File: src/pkg/mmpb_pkg.sv
// shared constants and types for the master write / pipelined read port pair
package mmpb_pkg;
  localparam int MMPB_AW = 32;
  localparam int MMPB_DW = 32;
  localparam int MMPB_BW = MMPB_DW / 8;
  localparam int MMPB_LAT = 2;
  localparam int MMPB_MEM_WORDS = 16;
  localparam int MMPB_IDX_W = 4;
  localparam int MMPB_IDX_LSB = 2;
  localparam int MMPB_WAIT = 1;
  localparam logic [MMPB_BW-1:0] MMPB_BE_ALL = 4'hf;
  localparam logic [MMPB_BW-1:0] MMPB_BE_NONE = 4'h0;
  localparam logic [MMPB_AW-1:0] MMPB_ADDR_RST = 32'h0000_0000;
  localparam logic [MMPB_DW-1:0] MMPB_DATA_RST = 32'h0000_0000;
  localparam logic [1:0] MMPB_WCNT_RST = 2'h0;
  typedef enum logic {MMPB_W_IDLE, MMPB_W_BUSY} mmpb_wstate_t;
endpackage : mmpb_pkg

File: src/pkg/mmpb_if.sv
// bus interface joining the master/slave port and the fabric end
`timescale 1ns/1ps
interface mmpb_if;
  logic [mmpb_pkg::MMPB_AW-1:0] m_address;
  logic [mmpb_pkg::MMPB_BW-1:0] m_byteenable;
  logic [mmpb_pkg::MMPB_DW-1:0] m_writedata;
  logic m_write;
  logic m_read;
  logic m_waitrequest;
  logic [mmpb_pkg::MMPB_AW-1:0] s_address;
  logic s_chipselect;
  logic s_read;
  logic [mmpb_pkg::MMPB_DW-1:0] s_readdata;
  logic s_waitrequest;
  modport dev (
    output m_address, m_byteenable, m_writedata, m_write, m_read,
    input m_waitrequest,
    input s_address, s_chipselect, s_read,
    output s_readdata, s_waitrequest
  );
  modport fab (
    input m_address, m_byteenable, m_writedata, m_write, m_read,
    output m_waitrequest,
    output s_address, s_chipselect, s_read,
    input s_readdata, s_waitrequest
  );
endinterface : mmpb_if

File: src/mmpb_dev.sv
// device end: write master port and fixed-latency pipelined read slave
`timescale 1ns/1ps
module mmpb_dev (
  input wire logic sys_clk,
  input wire logic rst,
  mmpb_if.dev bus,
  input wire logic wr_req,
  input wire logic [mmpb_pkg::MMPB_AW-1:0] wr_addr,
  input wire logic [mmpb_pkg::MMPB_BW-1:0] wr_be,
  input wire logic [mmpb_pkg::MMPB_DW-1:0] wr_data,
  output logic wr_ready,
  output logic wr_done,
  output logic wr_be_bad
);
  mmpb_pkg::mmpb_wstate_t wstate_r;
  logic [mmpb_pkg::MMPB_AW-1:0] addr_r;
  logic [mmpb_pkg::MMPB_BW-1:0] be_r;
  logic [mmpb_pkg::MMPB_DW-1:0] wdata_r;
  logic write_r;
  logic done_r;
  logic bad_r;
  logic ready_r;
  logic be_legal;
  logic take;
  logic finish;
  logic [mmpb_pkg::MMPB_DW-1:0] mem_r [mmpb_pkg::MMPB_MEM_WORDS];
  logic [mmpb_pkg::MMPB_LAT-1:0] vld_r;
  logic [mmpb_pkg::MMPB_DW-1:0] pipe_r [mmpb_pkg::MMPB_LAT];
  logic [1:0] wcnt_r;
  logic swait_r;
  logic accept;
  logic [mmpb_pkg::MMPB_IDX_W-1:0] ridx;

  // byte-lane mask legality: contiguous, power of two, self aligned
  always_comb begin
    unique case (wr_be)
      4'h1, 4'h2, 4'h4, 4'h8, 4'h3, 4'hc, 4'hf: be_legal = 1'b1;
      default: be_legal = 1'b0;
    endcase
  end

  assign take = (wstate_r == mmpb_pkg::MMPB_W_IDLE) && wr_req && be_legal;
  assign finish = (wstate_r == mmpb_pkg::MMPB_W_BUSY) && !bus.m_waitrequest;

  // write master state: one write at a time, never overlapped
  always_ff @(posedge sys_clk or posedge rst) begin
    if (rst) begin
      wstate_r <= mmpb_pkg::MMPB_W_IDLE;
    end else if (finish) begin
      wstate_r <= mmpb_pkg::MMPB_W_IDLE;
    end else if (take) begin
      wstate_r <= mmpb_pkg::MMPB_W_BUSY;
    end
  end

  // write outputs: launched on start edge, frozen while stalled
  always_ff @(posedge sys_clk or posedge rst) begin
    if (rst) begin
      addr_r <= mmpb_pkg::MMPB_ADDR_RST;
      be_r <= mmpb_pkg::MMPB_BE_NONE;
      wdata_r <= mmpb_pkg::MMPB_DATA_RST;
      write_r <= 1'b0;
    end else if (take) begin
      addr_r <= {wr_addr[mmpb_pkg::MMPB_AW-1:mmpb_pkg::MMPB_IDX_LSB],
                 2'h0};
      be_r <= wr_be;
      wdata_r <= wr_data;
      write_r <= 1'b1;
    end else if (finish) begin
      addr_r <= mmpb_pkg::MMPB_ADDR_RST;
      be_r <= mmpb_pkg::MMPB_BE_NONE;
      wdata_r <= mmpb_pkg::MMPB_DATA_RST;
      write_r <= 1'b0;
    end
    // stalled: nothing changes
  end

  // user-side status flags
  always_ff @(posedge sys_clk or posedge rst) begin
    if (rst) begin
      done_r <= 1'b0;
      bad_r <= 1'b0;
    end else begin
      done_r <= finish;
      bad_r <= (wstate_r == mmpb_pkg::MMPB_W_IDLE) && wr_req && !be_legal;
    end
  end

  // user-side ready: mirrors the idle state in its own flop
  always_ff @(posedge sys_clk or posedge rst) begin
    if (rst) begin
      ready_r <= 1'b1;
    end else if (finish) begin
      ready_r <= 1'b1;
    end else if (take) begin
      ready_r <= 1'b0;
    end
  end

  assign bus.m_address = addr_r;
  assign bus.m_byteenable = be_r;
  assign bus.m_writedata = wdata_r;
  assign bus.m_write = write_r;
  assign bus.m_read = 1'b0;
  assign wr_ready = ready_r;
  assign wr_done = done_r;
  assign wr_be_bad = bad_r;

  // slave wait-state counter: one wait per read, address phase only
  // swait_r high means the waits are spent and the address is taken now
  assign accept = bus.s_chipselect && bus.s_read && swait_r;
  always_ff @(posedge sys_clk or posedge rst) begin
    if (rst) begin
      wcnt_r <= mmpb_pkg::MMPB_WCNT_RST;
      swait_r <= 1'b0;
    end else if (accept) begin
      // next read must pay its own wait-state again
      wcnt_r <= mmpb_pkg::MMPB_WCNT_RST;
      swait_r <= 1'b0;
    end else if (bus.s_chipselect && bus.s_read) begin
      wcnt_r <= wcnt_r + 2'h1;
      swait_r <= (wcnt_r + 2'h1) >= 2'(mmpb_pkg::MMPB_WAIT);
    end else begin
      wcnt_r <= mmpb_pkg::MMPB_WCNT_RST;
      swait_r <= 1'b0;
    end
  end

  assign ridx = bus.s_address[mmpb_pkg::MMPB_IDX_LSB +: mmpb_pkg::MMPB_IDX_W];

  // read pipeline: stage per latency cycle, at most one read in flight since the wait-state spaces accepts two cycles apart
  always_ff @(posedge sys_clk or posedge rst) begin
    if (rst) begin
      vld_r <= '0;
    end else begin
      vld_r <= {vld_r[mmpb_pkg::MMPB_LAT-2:0], accept};
    end
  end

  // data stages: stage 0 loads the store word when the address is taken,
  // later stages pass it on with their valid flag, zero otherwise, so the
  // last stage holds a word only in its own data-phase slot
  generate
    for (genvar s = 0; s < mmpb_pkg::MMPB_LAT; s++) begin : g_pipe
      if (s == 0) begin : g_load
        always_ff @(posedge sys_clk or posedge rst) begin
          if (rst) begin
            pipe_r[s] <= mmpb_pkg::MMPB_DATA_RST;
          end else begin
            pipe_r[s] <= accept ? mem_r[ridx] : mmpb_pkg::MMPB_DATA_RST;
          end
        end
      end else begin : g_shift
        always_ff @(posedge sys_clk or posedge rst) begin
          if (rst) begin
            pipe_r[s] <= mmpb_pkg::MMPB_DATA_RST;
          end else begin
            pipe_r[s] <= vld_r[s-1] ? pipe_r[s-1] : mmpb_pkg::MMPB_DATA_RST;
          end
        end
      end
    end
  endgenerate

  // backing store written by this port's own writes, byte lanes honoured
  generate
    for (genvar w = 0; w < mmpb_pkg::MMPB_MEM_WORDS; w++) begin : g_mem
      for (genvar b = 0; b < mmpb_pkg::MMPB_BW; b++) begin : g_lane
        always_ff @(posedge sys_clk or posedge rst) begin
          if (rst) begin
            mem_r[w][b*8 +: 8] <= 8'h00;
          end else if (finish && be_r[b] &&
                       addr_r[mmpb_pkg::MMPB_IDX_LSB +: mmpb_pkg::MMPB_IDX_W] == w) begin
            mem_r[w][b*8 +: 8] <= wdata_r[b*8 +: 8];
          end
        end
      end
    end
  endgenerate

  // word shows only in the data phase's last cycle, sampled on edge N
  // straight from the last stage flop, zero outside its slot
  assign bus.s_readdata = pipe_r[mmpb_pkg::MMPB_LAT-1];
  assign bus.s_waitrequest = bus.s_chipselect && bus.s_read && !swait_r;
endmodule : mmpb_dev

File: src/flat_wrapper.sv
// flat-port wrapper written by rule: the top's interface ports become plain ports
module mmpb_dev_flat 
  (sys_clk, rst, wr_req, wr_addr, wr_be, wr_data, wr_ready, wr_done, wr_be_bad, bus_m_address, bus_m_byteenable, bus_m_writedata, bus_m_write, bus_m_read, bus_m_waitrequest, bus_s_address, bus_s_chipselect, bus_s_read, bus_s_readdata, bus_s_waitrequest);
  mmpb_if bus_i ();
  input wire logic sys_clk;
  input wire logic rst;
  input wire logic wr_req;
  input wire logic [mmpb_pkg::MMPB_AW-1:0] wr_addr;
  input wire logic [mmpb_pkg::MMPB_BW-1:0] wr_be;
  input wire logic [mmpb_pkg::MMPB_DW-1:0] wr_data;
  output logic wr_ready;
  output logic wr_done;
  output logic wr_be_bad;
  output wire logic [$bits(bus_i.m_address)-1:0] bus_m_address;
  output wire logic [$bits(bus_i.m_byteenable)-1:0] bus_m_byteenable;
  output wire logic [$bits(bus_i.m_writedata)-1:0] bus_m_writedata;
  output wire logic [$bits(bus_i.m_write)-1:0] bus_m_write;
  output wire logic [$bits(bus_i.m_read)-1:0] bus_m_read;
  input wire logic [$bits(bus_i.m_waitrequest)-1:0] bus_m_waitrequest;
  input wire logic [$bits(bus_i.s_address)-1:0] bus_s_address;
  input wire logic [$bits(bus_i.s_chipselect)-1:0] bus_s_chipselect;
  input wire logic [$bits(bus_i.s_read)-1:0] bus_s_read;
  output wire logic [$bits(bus_i.s_readdata)-1:0] bus_s_readdata;
  output wire logic [$bits(bus_i.s_waitrequest)-1:0] bus_s_waitrequest;
  assign bus_m_address = bus_i.m_address;
  assign bus_m_byteenable = bus_i.m_byteenable;
  assign bus_m_writedata = bus_i.m_writedata;
  assign bus_m_write = bus_i.m_write;
  assign bus_m_read = bus_i.m_read;
  assign bus_i.m_waitrequest = bus_m_waitrequest;
  assign bus_i.s_address = bus_s_address;
  assign bus_i.s_chipselect = bus_s_chipselect;
  assign bus_i.s_read = bus_s_read;
  assign bus_s_readdata = bus_i.s_readdata;
  assign bus_s_waitrequest = bus_i.s_waitrequest;
  mmpb_dev u_core (.sys_clk(sys_clk), .rst(rst), .bus(bus_i), .wr_req(wr_req), .wr_addr(wr_addr), .wr_be(wr_be), .wr_data(wr_data), .wr_ready(wr_ready), .wr_done(wr_done), .wr_be_bad(wr_be_bad));
endmodule
File: config.mk
export PLATFORM = sky130hd
export DESIGN_NAME = mmpb_dev_flat
export DESIGN_NICKNAME = d
export VERILOG_FILES = /design/src/pkg/mmpb_pkg.sv /design/src/pkg/mmpb_if.sv /design/src/mmpb_dev.sv /design/src/flat_wrapper.sv
export SDC_FILE = /design/constraint.sdc
export NUM_CORES = 1
export LEC_CHECK = 0
export BUFFER_PORTS_ARGS = -buffer_cell sky130_fd_sc_hd__buf_2
export CAP_MARGIN = 5
export CORE_AREA = 2 2 288 290
export CTS_BUF_LIST = sky130_fd_sc_hd__clkbuf_8 sky130_fd_sc_hd__clkbuf_16
export DETAILED_ROUTE_END_ITERATION = 7
export DIE_AREA = 0 0 290 292
export HOLD_SLACK_MARGIN = 0.06
export PLACE_DENSITY = 0.61
export SLEW_MARGIN = 20
export SYNTH_ARGS = -nofsm -noshare
export SYNTH_HDL_FRONTEND = slang
export SYNTH_SLANG_ARGS = --single-unit
File: constraint.sdc
create_clock -name sys_clk -period 67.4 [get_ports sys_clk]
set_input_delay 13.48 -clock sys_clk [delete_from_list [all_inputs] [get_ports sys_clk]]
set_output_delay 13.48 -clock sys_clk [all_outputs]
set_load 0.02 [all_outputs]
==> metrics.md, run 1 <==
| Metric | Value |
|---|---|
| Starting Density | `between 30% and 40%` |
| Nets | `2125` |
| Core area | `between 0.08 and 0.09 mm^2` |
| Synth Register Bits | `around 650` |
| Synth unique cells | `34` |
| Final instance area | `~0.033 mm^2` |
| DRC violations left | `0` |
| P_leak | `16.57 nW` |
| Clock transition at path regs | `~0.050 ns` |
| Slew @ Worst Pin | `between 1 and 1.5 ns` |
| Hold depth | `1` |
| Max_slew headroom | `approximately 28%` |
| Crit path max fanout | `4` |
| Largest stage delay, worst path | `a little under 0.3 ns` |
| Vias | `about 16000` |
| Slowest cell on crit path | `or2_2` |
| Initial antenna violation count | `1` |
| Drt total wl | `between 60 and 70 mm` |
| Bufs on Longest Clock Path | `3` |
| Root Buffer | `clkbuf_16` |
| HP Class | `flop to flop` |
| Rows | `105` |
| CTS Hold Bufs | `0` |
| Critical path capture point type | `primary output` |
| Final Max Tran Viols | `0` |
| CP Buf/Inv Count | `3` |
| Layout area overhead | `14.96%` |
| Period minus WS final | `~28 ns` |
| Fin crit share | `41.03%` |
| RSZ-0062 raised after global routing | `no` |
| CP Cell Sequence | `buf_2 -> nand2_1 -> or2_2 -> inv_1 -> buf_2` |
| Largest net degree at the start of global routing | `between 150 and 200` |
| GP Congestion | `~0.74` |
| CTS Sinks | `651` |
| Syn Inst Count | `approximately 1900` |
| Setup-failing EPs final | `0` |
| First-pass GRT wire length | `approximately 110 mm` |
| WL/cell | `between 20 and 25 um` |
| Most frequent CP cell | `buf_2` |
| Pre-CTS setup slack | `~40 ns` |
| CTS resizes | `0` |
| Max-cap violations | `0` |
| R2R cell count | `4` |
| Final-layout fill cell count | `7442` |
| CP Data Arrival Time | `roughly 14 ns` |
| TNS Setup | `0 ns` |
| Mapped cell area | `about 0.028 mm^2` |
| Number of global-route vias before repair | `17634` |
| H-tree depth | `3` |
| Critical path class | `input pin to primary output` |
| Seq/Total Area, Yosys | `between 50 and 60%` |
| Starting DRT DRC Count | `between 900 and 1000` |
| Total GRT Usage | `approximately 17%` |
| PortBufs | `between 150 and 200` |
| TritonCTS clock tree | `built` |
| Post-detailed-placement half-perimeter wirelength | `approximately 43 mm` |
| Crit. path cell count | `5` |
| Vias/cell | `just over 5` |
| Avg Inst Size Synth | `15.02 um^2` |
| Die area | `roughly 0.085 mm^2` |
| Startpoint types | `input pin` |
| Crit path launch | `bus_s_chipselect` |
| Worst-Skew Late Latency | `0.62 ns` |
| Worst hold start | `u_core.wcnt_r[0]` |
| Post-synthesis async set-or-reset flop share | `between 90% and 100%` |
| Die H | `roughly 290 um` |
| Setup repair bufs after CTS | `0` |
| Die extent in x | `just under 300 um` |
| Pwr dens | `between 30 and 40 mW/mm^2` |
| Diodes inserted | `0` |
| Remaining global-route overflow | `0` |
| Critical Path RT | `53.92 ns` |
| IO Pins | `212` |
| Detail Route Antenna Nets | `0` |
| Setup WS post-layout | `between 30 and 40 ns` |
| Max Fclk | `between 0.03 and 0.04 GHz` |
| Clock Skews | `between 0.03 and 0.04 ns` |
| Router iterations before antenna repair | `5` |
| TritonCTS Buffers | `74` |
| R2R Path Start | `u_core.bus.m_address[4]` |
| Max VDD drop | `just over 0.00002 V` |
| EDFF count, synth | `0` |
| CP delay by family, top | `buffers and inverters` |
| Yosys warns | `0` |
| Ys flop type | `dfrtp_1` |
| Share of cells above drive strength 1 | `47.71%` |
| Fin. Hold Viols | `0` |
| Status | `finished clean` |
| DP Area | `~0.03 mm^2` |
[worst reg2reg max path, stage by stage, from the launching register on]
cell and delay (ns):
dfrtp_1 0.59, nand2b_1 0.31, nor3_1 0.62, nand2_1 0.59
mux2_1 0.49
[synthesized netlist by cell type, types with 4 or more instances]
library cell	instances	share of area (%)
mux2i_1	67	2.4
or2_2	5	0.11
nand2_1	140	1.9
nand2_2	12	0.27
nor2_2	20	0.44
and2_1	37	0.82
clkbuf_1	65	0.86
buf_4	35	0.93
mux4_2	128	10
nor3_1	7	0.12
nor2_1	13	0.17
mux2_2	500	20
buf_1	4	0.053
dfrtp_1	650	58
a22oi_1	63	1.7
inv_1	71	0.94
mux2_1	12	0.48
buf_2	31	0.55
[report_power, final]
group	internal, mW	switching [mW]	total (mW)
clock	0.243	0.162	0.405
sequential	0.435	0.0468	0.482
combinational	0.0595	0.0571	0.117
[logic make-up after synthesis]
logic type	share of synthesized area, %
other	0.01326
AO/OA/AOI/OAI	1.770
multiplexers	32.96
AND/OR/NAND/NOR	4.160
adder cells (fa/ha/maj)	0.04425
buffers and inverters	3.430
flip-flops	57.62
[metrics by stage]
stage	instances	power (mW)	hold WS (ns)	utilization, %
3_3_place_gp	3011	0.5962	0.4165	36.75
6_report	3145	1.003	0.4365	39.84
2_1_floorplan	1885	0.5626	0.4074	-
5_1_grt	3145	1.052	0.4448	39.84
4_1_cts	3144	1.017	0.4451	39.80
3_5_place_dp	3011	0.6068	0.4411	36.75
[state kept, by name, indices dropped and copies added (netlist names), 2 cells and up]
signal	count
u_core.bus.m_writedata	32
u_core.bus.s_readdata	32
u_core.wcnt_r	2
u_core.bus.m_byteenable	4
u_core.bus.m_address	30
u_core.mem_r	512
u_core.pipe_r	32
[cell type report]
type | instances | area, um^2 | share of cell area [%]
Multi-Input combinational cell | 1025 | 11050 | 33.99
Inverter | 72 | 277.8 | 0.8546
Sequential cell | 651 | 16290 | 50.12
Clock buffer | 93 | 2136 | 6.571
Tap cell | 1070 | 1339 | 4.119
Timing Repair Buffer | 194 | 1060 | 3.260
Clock inverter | 40 | 351.6 | 1.082
[routing by layer]
layer / global-route usage [%] / share of wire, %
met1: 20.94 / 43
met2: 27.32 / 48
met3: 4.635 / 6.6
met4: 6.593 / 3.1
met5: 0.3403 / 0
[cells in the final DEF, fill, tap and decap left out, drive strengths merged]
cell type	instances
or3	1
a311o	1
bufinv	5
a21o	1
inv	91
mux2	512
clkbuf	93
nand3	1
dfrtp	650
nand2b	5
a22oi	63
and3	1
mux4	128
or2	5
nor3	7
conb	3
ha	1
clkinv	15
dfstp	1
mux2i	67
and2	37
nor2	33
nand4b	1
nor4	1
nand4	3
clkinvlp	1
o21ai	2
buf	194
nand2	152
[path summary, 6_finish.rpt]
path | slack, ns | to
max reg2reg | 64.66 | u_core.mem_r[232]
min | 0.44 | u_core.wcnt_r[0]
max in group asynchronous | 52.35 | u_core.mem_r[441]
max | 39.75 | bus_s_waitrequest
min reg2reg | 0.44 | u_core.wcnt_r[0]
min in group asynchronous | 12.99 | u_core.bus.m_writedata[16]
No activity file was read; power rests on OpenSTA's default activity.
==> run 2: changes to the inputs <==
- PLACE_DENSITY: 0.61 -> 0.63
- clock period: 67.4 -> 25.2 ns (I/O delays scaled with it)
==> run 2 against run 1 <==
Net effect: via count about the same; worst setup slack worse by 25 ns; register-to-register slack got worse by 43 ns; critical path type unchanged; clock-buffer cell count is 1 lower; non-clock buffer count grew 1; utilization shrank 0.081 points.
==> metrics.md, run 2 (same netlist as run 1, synthesis figures left out) <==
| Metric | Value |
|---|---|
| Commonest non-fill, non-tap cell in the layout | `dfrtp_1` |
| Die extent in x | `between 200 and 300 um` |
| Clock Skews | `around 0.028 ns` |
| Status | `finished clean` |
| Critical path capture point type | `primary output` |
| Crit path launch | `bus_s_chipselect` |
| Remaining global-route overflow | `0` |
| Setup WS post-layout | `roughly 14 ns` |
| Vias | `between 15000 and 20000` |
| Detail Route Antenna Nets | `0` |
| PortBufs | `between 150 and 200` |
| Sw frac | `26.67%` |
| CTS Sinks | `approximately 650` |
| Hold EP | `u_core.wcnt_r[0]` |
| IO Pins | `between 200 and 250` |
| Critical path class | `input pin to primary output` |
| Largest net degree at the start of global routing | `186` |
| CTS resizes | `0` |
| GP Congestion | `about 0.75` |
| TritonCTS clock tree | `built` |
| Total GRT Usage | `between 10% and 20%` |
| Most frequent cells in the layout | `dfrtp_1 (650), mux2_2 (500), buf_2 (176), nand2_1 (140), mux4_2 (128)` |
| Reg with most FFs | `u_core.mem_r` |
| CP Data Arrival Time | `approximately 5.8 ns` |
| Clock transition at path regs | `0.06 ns` |
| Final Hold Slack | `approximately 0.44 ns` |
| Startpoint types | `input pin` |
| Reg2reg setup slack | `between 20 and 25 ns` |
| Vias/cell | `5.147` |
| Root Buffer | `clkbuf_16` |
| Starting DRT DRC Count | `870` |
| Max layer used | `met5` |
| TritonCTS Buffers | `between 70 and 80` |
| Worst-Skew Late Latency | `0.63 ns` |
| Reg power frac | `around half` |
| Max_slew headroom | `about 32%` |
| Critical Path RT | `a little over 20 ns` |
| DRC violations left | `0` |
| Core area | `0.08158 mm^2` |
| Worst hold start | `u_core.wcnt_r[0]` |
| Max Fclk | `0.09269 GHz` |
| Pre-CTS setup slack | `14.41 ns` |
| Crit path max fanout | `4` |
| Die H | `292 um` |
| WL/cell | `21.86 um` |
| Rows | `~110` |
| Router iterations before antenna repair | `5` |
| Comb power frac | `11.8%` |
| Period minus WS final | `around 11 ns` |
| Internal power | `1.936 mW` |
| Psw | `just over 0.7 mW` |
| Starting Density | `around 35%` |
| Fin. Hold Viols | `0` |
| H-tree depth | `3` |
| RSZ-0062 raised after global routing | `no` |
| Setup-failing EPs final | `0` |
| Initial antenna violation count | `2` |
| Die area | `between 0.08 and 0.09 mm^2` |
| Post-detailed-placement half-perimeter wirelength | `about 43 mm` |
| TNS Setup | `0 ns` |
| Layout area overhead | `14.73%` |
| CTS Hold Bufs | `0` |
| Final Max Tran Viols | `0` |
| Clock power share | `between 30% and 40%` |
| Met2 wire length | `between 30 and 40 mm` |
| Max VDD drop | `0.00005119 V` |
| Worst R2R End | `u_core.mem_r[238]` |
| Max-cap violations | `0` |
| Slew @ Worst Pin | `1.009 ns` |
| First-pass GRT wire length | `~110 mm` |
| Met1 WL | `approximately 29 mm` |
| Fin crit share | `a little over two fifths` |
| Setup repair bufs after CTS | `0` |
| Nets | `between 2000 and 2500` |
| Bufs on Longest Clock Path | `3` |
| R2R cell count | `5` |
| P_leak | `16.54 nW` |
| Routed wl met3 | `roughly 4.2 mm` |
| HP Class | `flop to flop` |
| Max FFs per register | `just over 500` |
| Pwr dens | `between 80 and 90 mW/mm^2` |
| Hold depth | `1` |
| Number of global-route vias before repair | `about 18000` |
| R2R Path Start | `u_core.wstate_r` |
| Drt total wl | `about 69 mm` |
| Share of cells above drive strength 1 | `a little under half` |
-- run 2: changes by cell type in the layout (fill, tap and decap cells not counted), sizes merged --
cell	change
bufinv	-3
clkbuf	-1
buf	+1
diode	+1
inv	+1
clkinv	-3
clkinvlp	+1
-- run 2: area by class of cell --
type | count | area (um^2)
clock inverter | 36 | 264.0
sequential | 651 | 16290
fill | 7514 | 49150
antenna | 1 | 2.502
inverter | 72 | 277.8
multi-input combinational | 1025 | 11050
clock buffer | 92 | 2111
tap | 1070 | 1339
timing repair buffer | 195 | 1104
-- run 2: critical path, stage by stage --
cell     delay, ns
buf_2         0.11
nand2_1       0.06
or2_2         0.30
inv_1         0.08
buf_2         0.16
-- run 2: metrics by stage --
stage	area [um^2]	util, %	power [mW]	std cells
2_1_floorplan	28280	-	1.505	1885
3_3_place_gp	29980	36.74	1.596	3010
3_5_place_dp	29980	36.74	1.624	3010
4_1_cts	32350	39.65	2.677	3138
5_1_grt	32430	39.76	2.771	3141
6_report	32440	39.76	2.640	3142
-- run 2: metal layers --
metal / vias up / track usage (%)
li1: 7007 / -
met1: 8625 / 21.47
met2: 416 / 27.35
met3: 121 / 4.065
met4: 2 / 5.310
met5: - / 0
-- run 2: worst max-delay path by stage --
| stage | endpoint | slack [ns] | depth (start not counted) |
|---|---|---|---|
| after global placement | bus_s_waitrequest | 14.44 | 5 |
| after detailed placement | bus_s_waitrequest | 14.41 | 5 |
| after floorplan | u_core.bus.m_address[10] | 1.92 | 1 |
| final | bus_s_waitrequest | 14.41 | 5 |
| after CTS | bus_s_waitrequest | 14.41 | 5 |
| after global routing | bus_s_waitrequest | 14.37 | 5 |
-- run 2: power by group through the flow --
stage                     registers, mW  clock network, mW  logic, mW
final                              1.29               1.04      0.312
after detailed placement           1.31                  0      0.317
after global placement             1.29                  0      0.304
after global routing               1.31               1.12      0.341
after CTS                          1.29               1.07      0.317
after floorplan                    1.27                  0      0.232
==> run 3: changes to the inputs <==
- ABC_AREA: not set -> 1
- CORE_AREA: 2 2 288 290 -> 2 2 295 297
- DIE_AREA: 0 0 290 292 -> 0 0 297 299
- PLACE_DENSITY: 0.63 -> 0.61
- clock period: 25.2 -> 10.8 ns (I/O delays scaled with it)
==> run 3 against run 2 <==
Net effect: non-clock buffer count up 12; wire length rose by 23%; clock power up 140%; sequential share of layout area decreased by 1.2 points; flip-flop and latch count did not move; worst hold slack lost 0.0073 ns; total power increased to 2.6 times the previous value; first-iteration DRC count up 130%; combinational power rose to 4.0 times the previous value; cell count increased by 57%; design area rose by 2.4%; clock skew fell by 0.0082 ns; largest cell class unchanged; highest routed layer unchanged.
==> metrics.md, run 3 <==
| Metric | Value |
|---|---|
| Status | `finished clean` |
| Worst R2R End | `u_core.bus.m_writedata[15]` |
| Die extent in x | `between 200 and 300 um` |
| TNS Setup | `0 ns` |
| TritonCTS clock tree | `built` |
| Sw frac | `about a third` |
| HP Class | `flop to flop` |
| Detail Route Antenna Nets | `0` |
| Final Max Tran Viols | `0` |
| Share of cells above drive strength 1 | `under 10%` |
| Commonest cells post-synth | `nand2_1 (1328), dfrtp_1 (650), o21ai_0 (610), inv_1 (400), nand3_1 (351)` |
| FF/Latch Area | `approximately 0.016 mm^2` |
| Rows | `between 100 and 150` |
| Core area | `0.08594 mm^2` |
| Vias | `between 20000 and 25000` |
| Root Buffer | `clkbuf_16` |
| Critical Path RT | `~11 ns` |
| Commonest non-fill, non-tap cell in the layout | `nand2_1` |
| Yosys top cell area share | `54.86%` |
| CTS Sinks | `between 600 and 700` |
| Cell with the most instances after synthesis | `nand2_1` |
| Seq/Total Area, Yosys | `between 50% and 60%` |
| H-tree depth | `3` |
| Mapped cell area | `around 0.030 mm^2` |
| Drt total wl | `84.36 mm` |
| Starting DRT DRC Count | `approximately 2000` |
| Layout area overhead | `11.99%` |
| R2R cell count | `8` |
| Total power | `~6.7 mW` |
| Comb power frac | `18.6%` |
| Router iterations before antenna repair | `8` |
| Pwr dens | `~200 mW/mm^2` |
| Die H | `between 200 and 300 um` |
| Crit path launch | `bus_s_address[2]` |
| Clock Skews | `roughly 0.020 ns` |
| Avg Inst Size Synth | `about 8 um^2` |
| Clock transition at path regs | `0.06 ns` |
| Vias/cell | `4.857` |
| First-pass GRT wire length | `133.9 mm` |
| Worst-Skew Late Latency | `between 0.6 and 0.7 ns` |
| Setup-failing EPs final | `0` |
| Synth Register Bits | `about 650` |
| CP endpoint | `u_core.pipe_r[35]` |
| Clock power share | `37.4%` |
| TritonCTS Buffers | `73` |
| IO Pins | `approximately 210` |
| Most frequent cells in the layout | `nand2_1 (1327), dfrtp_1 (650), o21ai_0 (610), inv_1 (417), nand3_1 (350)` |
| Startpoint types | `input pin` |
| Starting Density | `~35%` |
| Post-synthesis async set-or-reset flop share | `100.0%` |
| Number of global-route vias before repair | `approximately 23000` |
| Reg2reg setup slack | `approximately 8 ns` |
| Max-cap violations | `0` |
| Fin crit share | `between 40% and 50%` |
| Setup repair bufs after CTS | `0` |
| Max VDD drop | `~0.00013 V` |
| Post-detailed-placement half-perimeter wirelength | `50.06 mm` |
| Max_slew headroom | `between 20% and 30%` |
| Fin. Hold Viols | `0` |
| Total GRT Usage | `a little under a fifth` |
| Die area | `between 0.08 and 0.09 mm^2` |
| Largest net degree at the start of global routing | `around 170` |
| Crit path max fanout | `between 100 and 150` |
| Period minus WS final | `between 4 and 5 ns` |
| R2R Path Start | `u_core.wstate_r` |
| Ys flop type | `dfrtp_1` |
| Slew @ Worst Pin | `between 1 and 1.5 ns` |
| Synth unique cells | `20` |
| Critical path capture point type | `flop` |
| EDFF count, synth | `0` |
| Critical path class | `input pin to flop` |
| DRC violations left | `0` |
| RSZ-0062 raised after global routing | `no` |
| P_leak | `approximately 16 nW` |
| Reg power frac | `between 40 and 50%` |
| WL/cell | `approximately 17 um` |
| PortBufs | `between 150 and 200` |
| Psw | `around 2.1 mW` |
| Internal power | `approximately 4.6 mW` |
| Syn Inst Count | `3714` |
| Reg with most FFs | `u_core.mem_r` |
| CP Data Arrival Time | `5.33 ns` |
| Main area contributors after synthesis | `dfrtp_1 (55%), nand2_1 (17%), o21ai_0 (10%)` |
| Max FFs per register | `roughly 510` |
| Diodes inserted | `0` |
| Area of the multi-input gates | `approximately 0.010 mm^2` |
| CTS Hold Bufs | `0` |
| CTS resizes | `0` |
| Initial antenna violation count | `4` |
| Nets | `between 3000 and 4000` |
| Max Fclk | `about 0.21 GHz` |
| Bufs on Longest Clock Path | `3` |
| Yosys warns | `0` |
| GP Congestion | `0.7999` |
| Synth area leader | `dfrtp_1` |
| Final-layout fill cell count | `around 9000` |
| Remaining global-route overflow | `0` |
## run 3: cell types whose count changed after synthesis, sizes merged, moves of 35 or more
cell / delta
buf: +71
a22oi: -63
and2: -37
mux4: -128
mux2i: -67
nand2: +1176
mux2: -512
nand4: +35
clkbuf: +60
o21ai: +609
inv: +332
nand3: +351
## run 3: area by class of cell
cell class              instances  share of cell area (%)
clock buffers                  90                   6.274
inverters                     404                   4.601
repair buffers                207                   3.452
multi-input cells            2393                   31.18
clock inverters                42                   1.081
well taps                    1155                   4.352
flip-flops and latches        651                   49.06
## run 3: layer usage
metal,global-route usage (%),up-vias,part of all wire (%)
met4,5.171,2,2.3
met2,29.30,730,44
met3,3.599,119,6.9
met5,0,-,0.014
li1,-,11685,-
met1,27.49,11467,47
## run 3: power by group through the flow
| stage | clock network [mW] | registers [mW] | logic [mW] |
|---|---|---|---|
| finish | 2.52 | 2.96 | 1.26 |
| global route | 2.68 | 3.00 | 1.43 |
| CTS | 2.57 | 2.96 | 1.27 |
| detailed placement | 0 | 3.00 | 1.26 |
| global placement | 0 | 2.99 | 1.25 |
| floorplan | 0 | 3.08 | 0.712 |
## run 3: cells by family (layout without fill, tap and decap cells)
| logic type | count (synthesis) | count (layout) | synth area share, % |
|---|---|---|---|
| AO/OA/AOI/OAI | 644 | 644 | 10.87 |
| other | 1 | 3 | 0.01265 |
| AND/OR/NAND/NOR | 1745 | 1745 | 23.94 |
| buffers and inverters | 672 | 743 | 10.19 |
| adder cells (fa/ha/maj) | 1 | 1 | 0.04219 |
| flip-flops | 651 | 651 | 54.95 |
## run 3: through the flow
stage / setup WS [ns] / std cells / hold WS [ns] / util [%] / area [um^2]
floorplan: -0.2558 / 3716 / 0.4094 / - / 29660
global placement: 5.205 / 4810 / 0.4195 / 35.80 / 30760
finish: 5.992 / 4942 / 0.4324 / 38.64 / 33210
detailed placement: 5.242 / 4810 / 0.4221 / 35.80 / 30760
CTS: 5.890 / 4942 / 0.4367 / 38.64 / 33210
global route: 5.697 / 4942 / 0.4558 / 38.64 / 33210
## run 3: worst min-delay path by stage
stage,start,to,slack (ns),cells after the start
global placement,u_core.wcnt_r[0],u_core.wcnt_r[0],0.42,1
CTS,u_core.wcnt_r[0],u_core.wcnt_r[0],0.44,1
detailed placement,u_core.pipe_r[57],u_core.bus.s_readdata[25],0.42,2
global route,u_core.pipe_r[36],u_core.bus.s_readdata[4],0.46,2
floorplan,u_core.wcnt_r[0],u_core.wcnt_r[0],0.41,1
finish,u_core.wcnt_r[0],u_core.wcnt_r[0],0.43,1
## run 3: critical path, stage by stage
cell	delay [ns]
buf_8	0.24
inv_6	0.60
buf_4	0.81
buf_4	0.70
nand2_1	0.10
nand2_1	0.08
nand2_1	0.04
nand3_1	0.16
nand3_1	0.12
a21oi_1	0.23
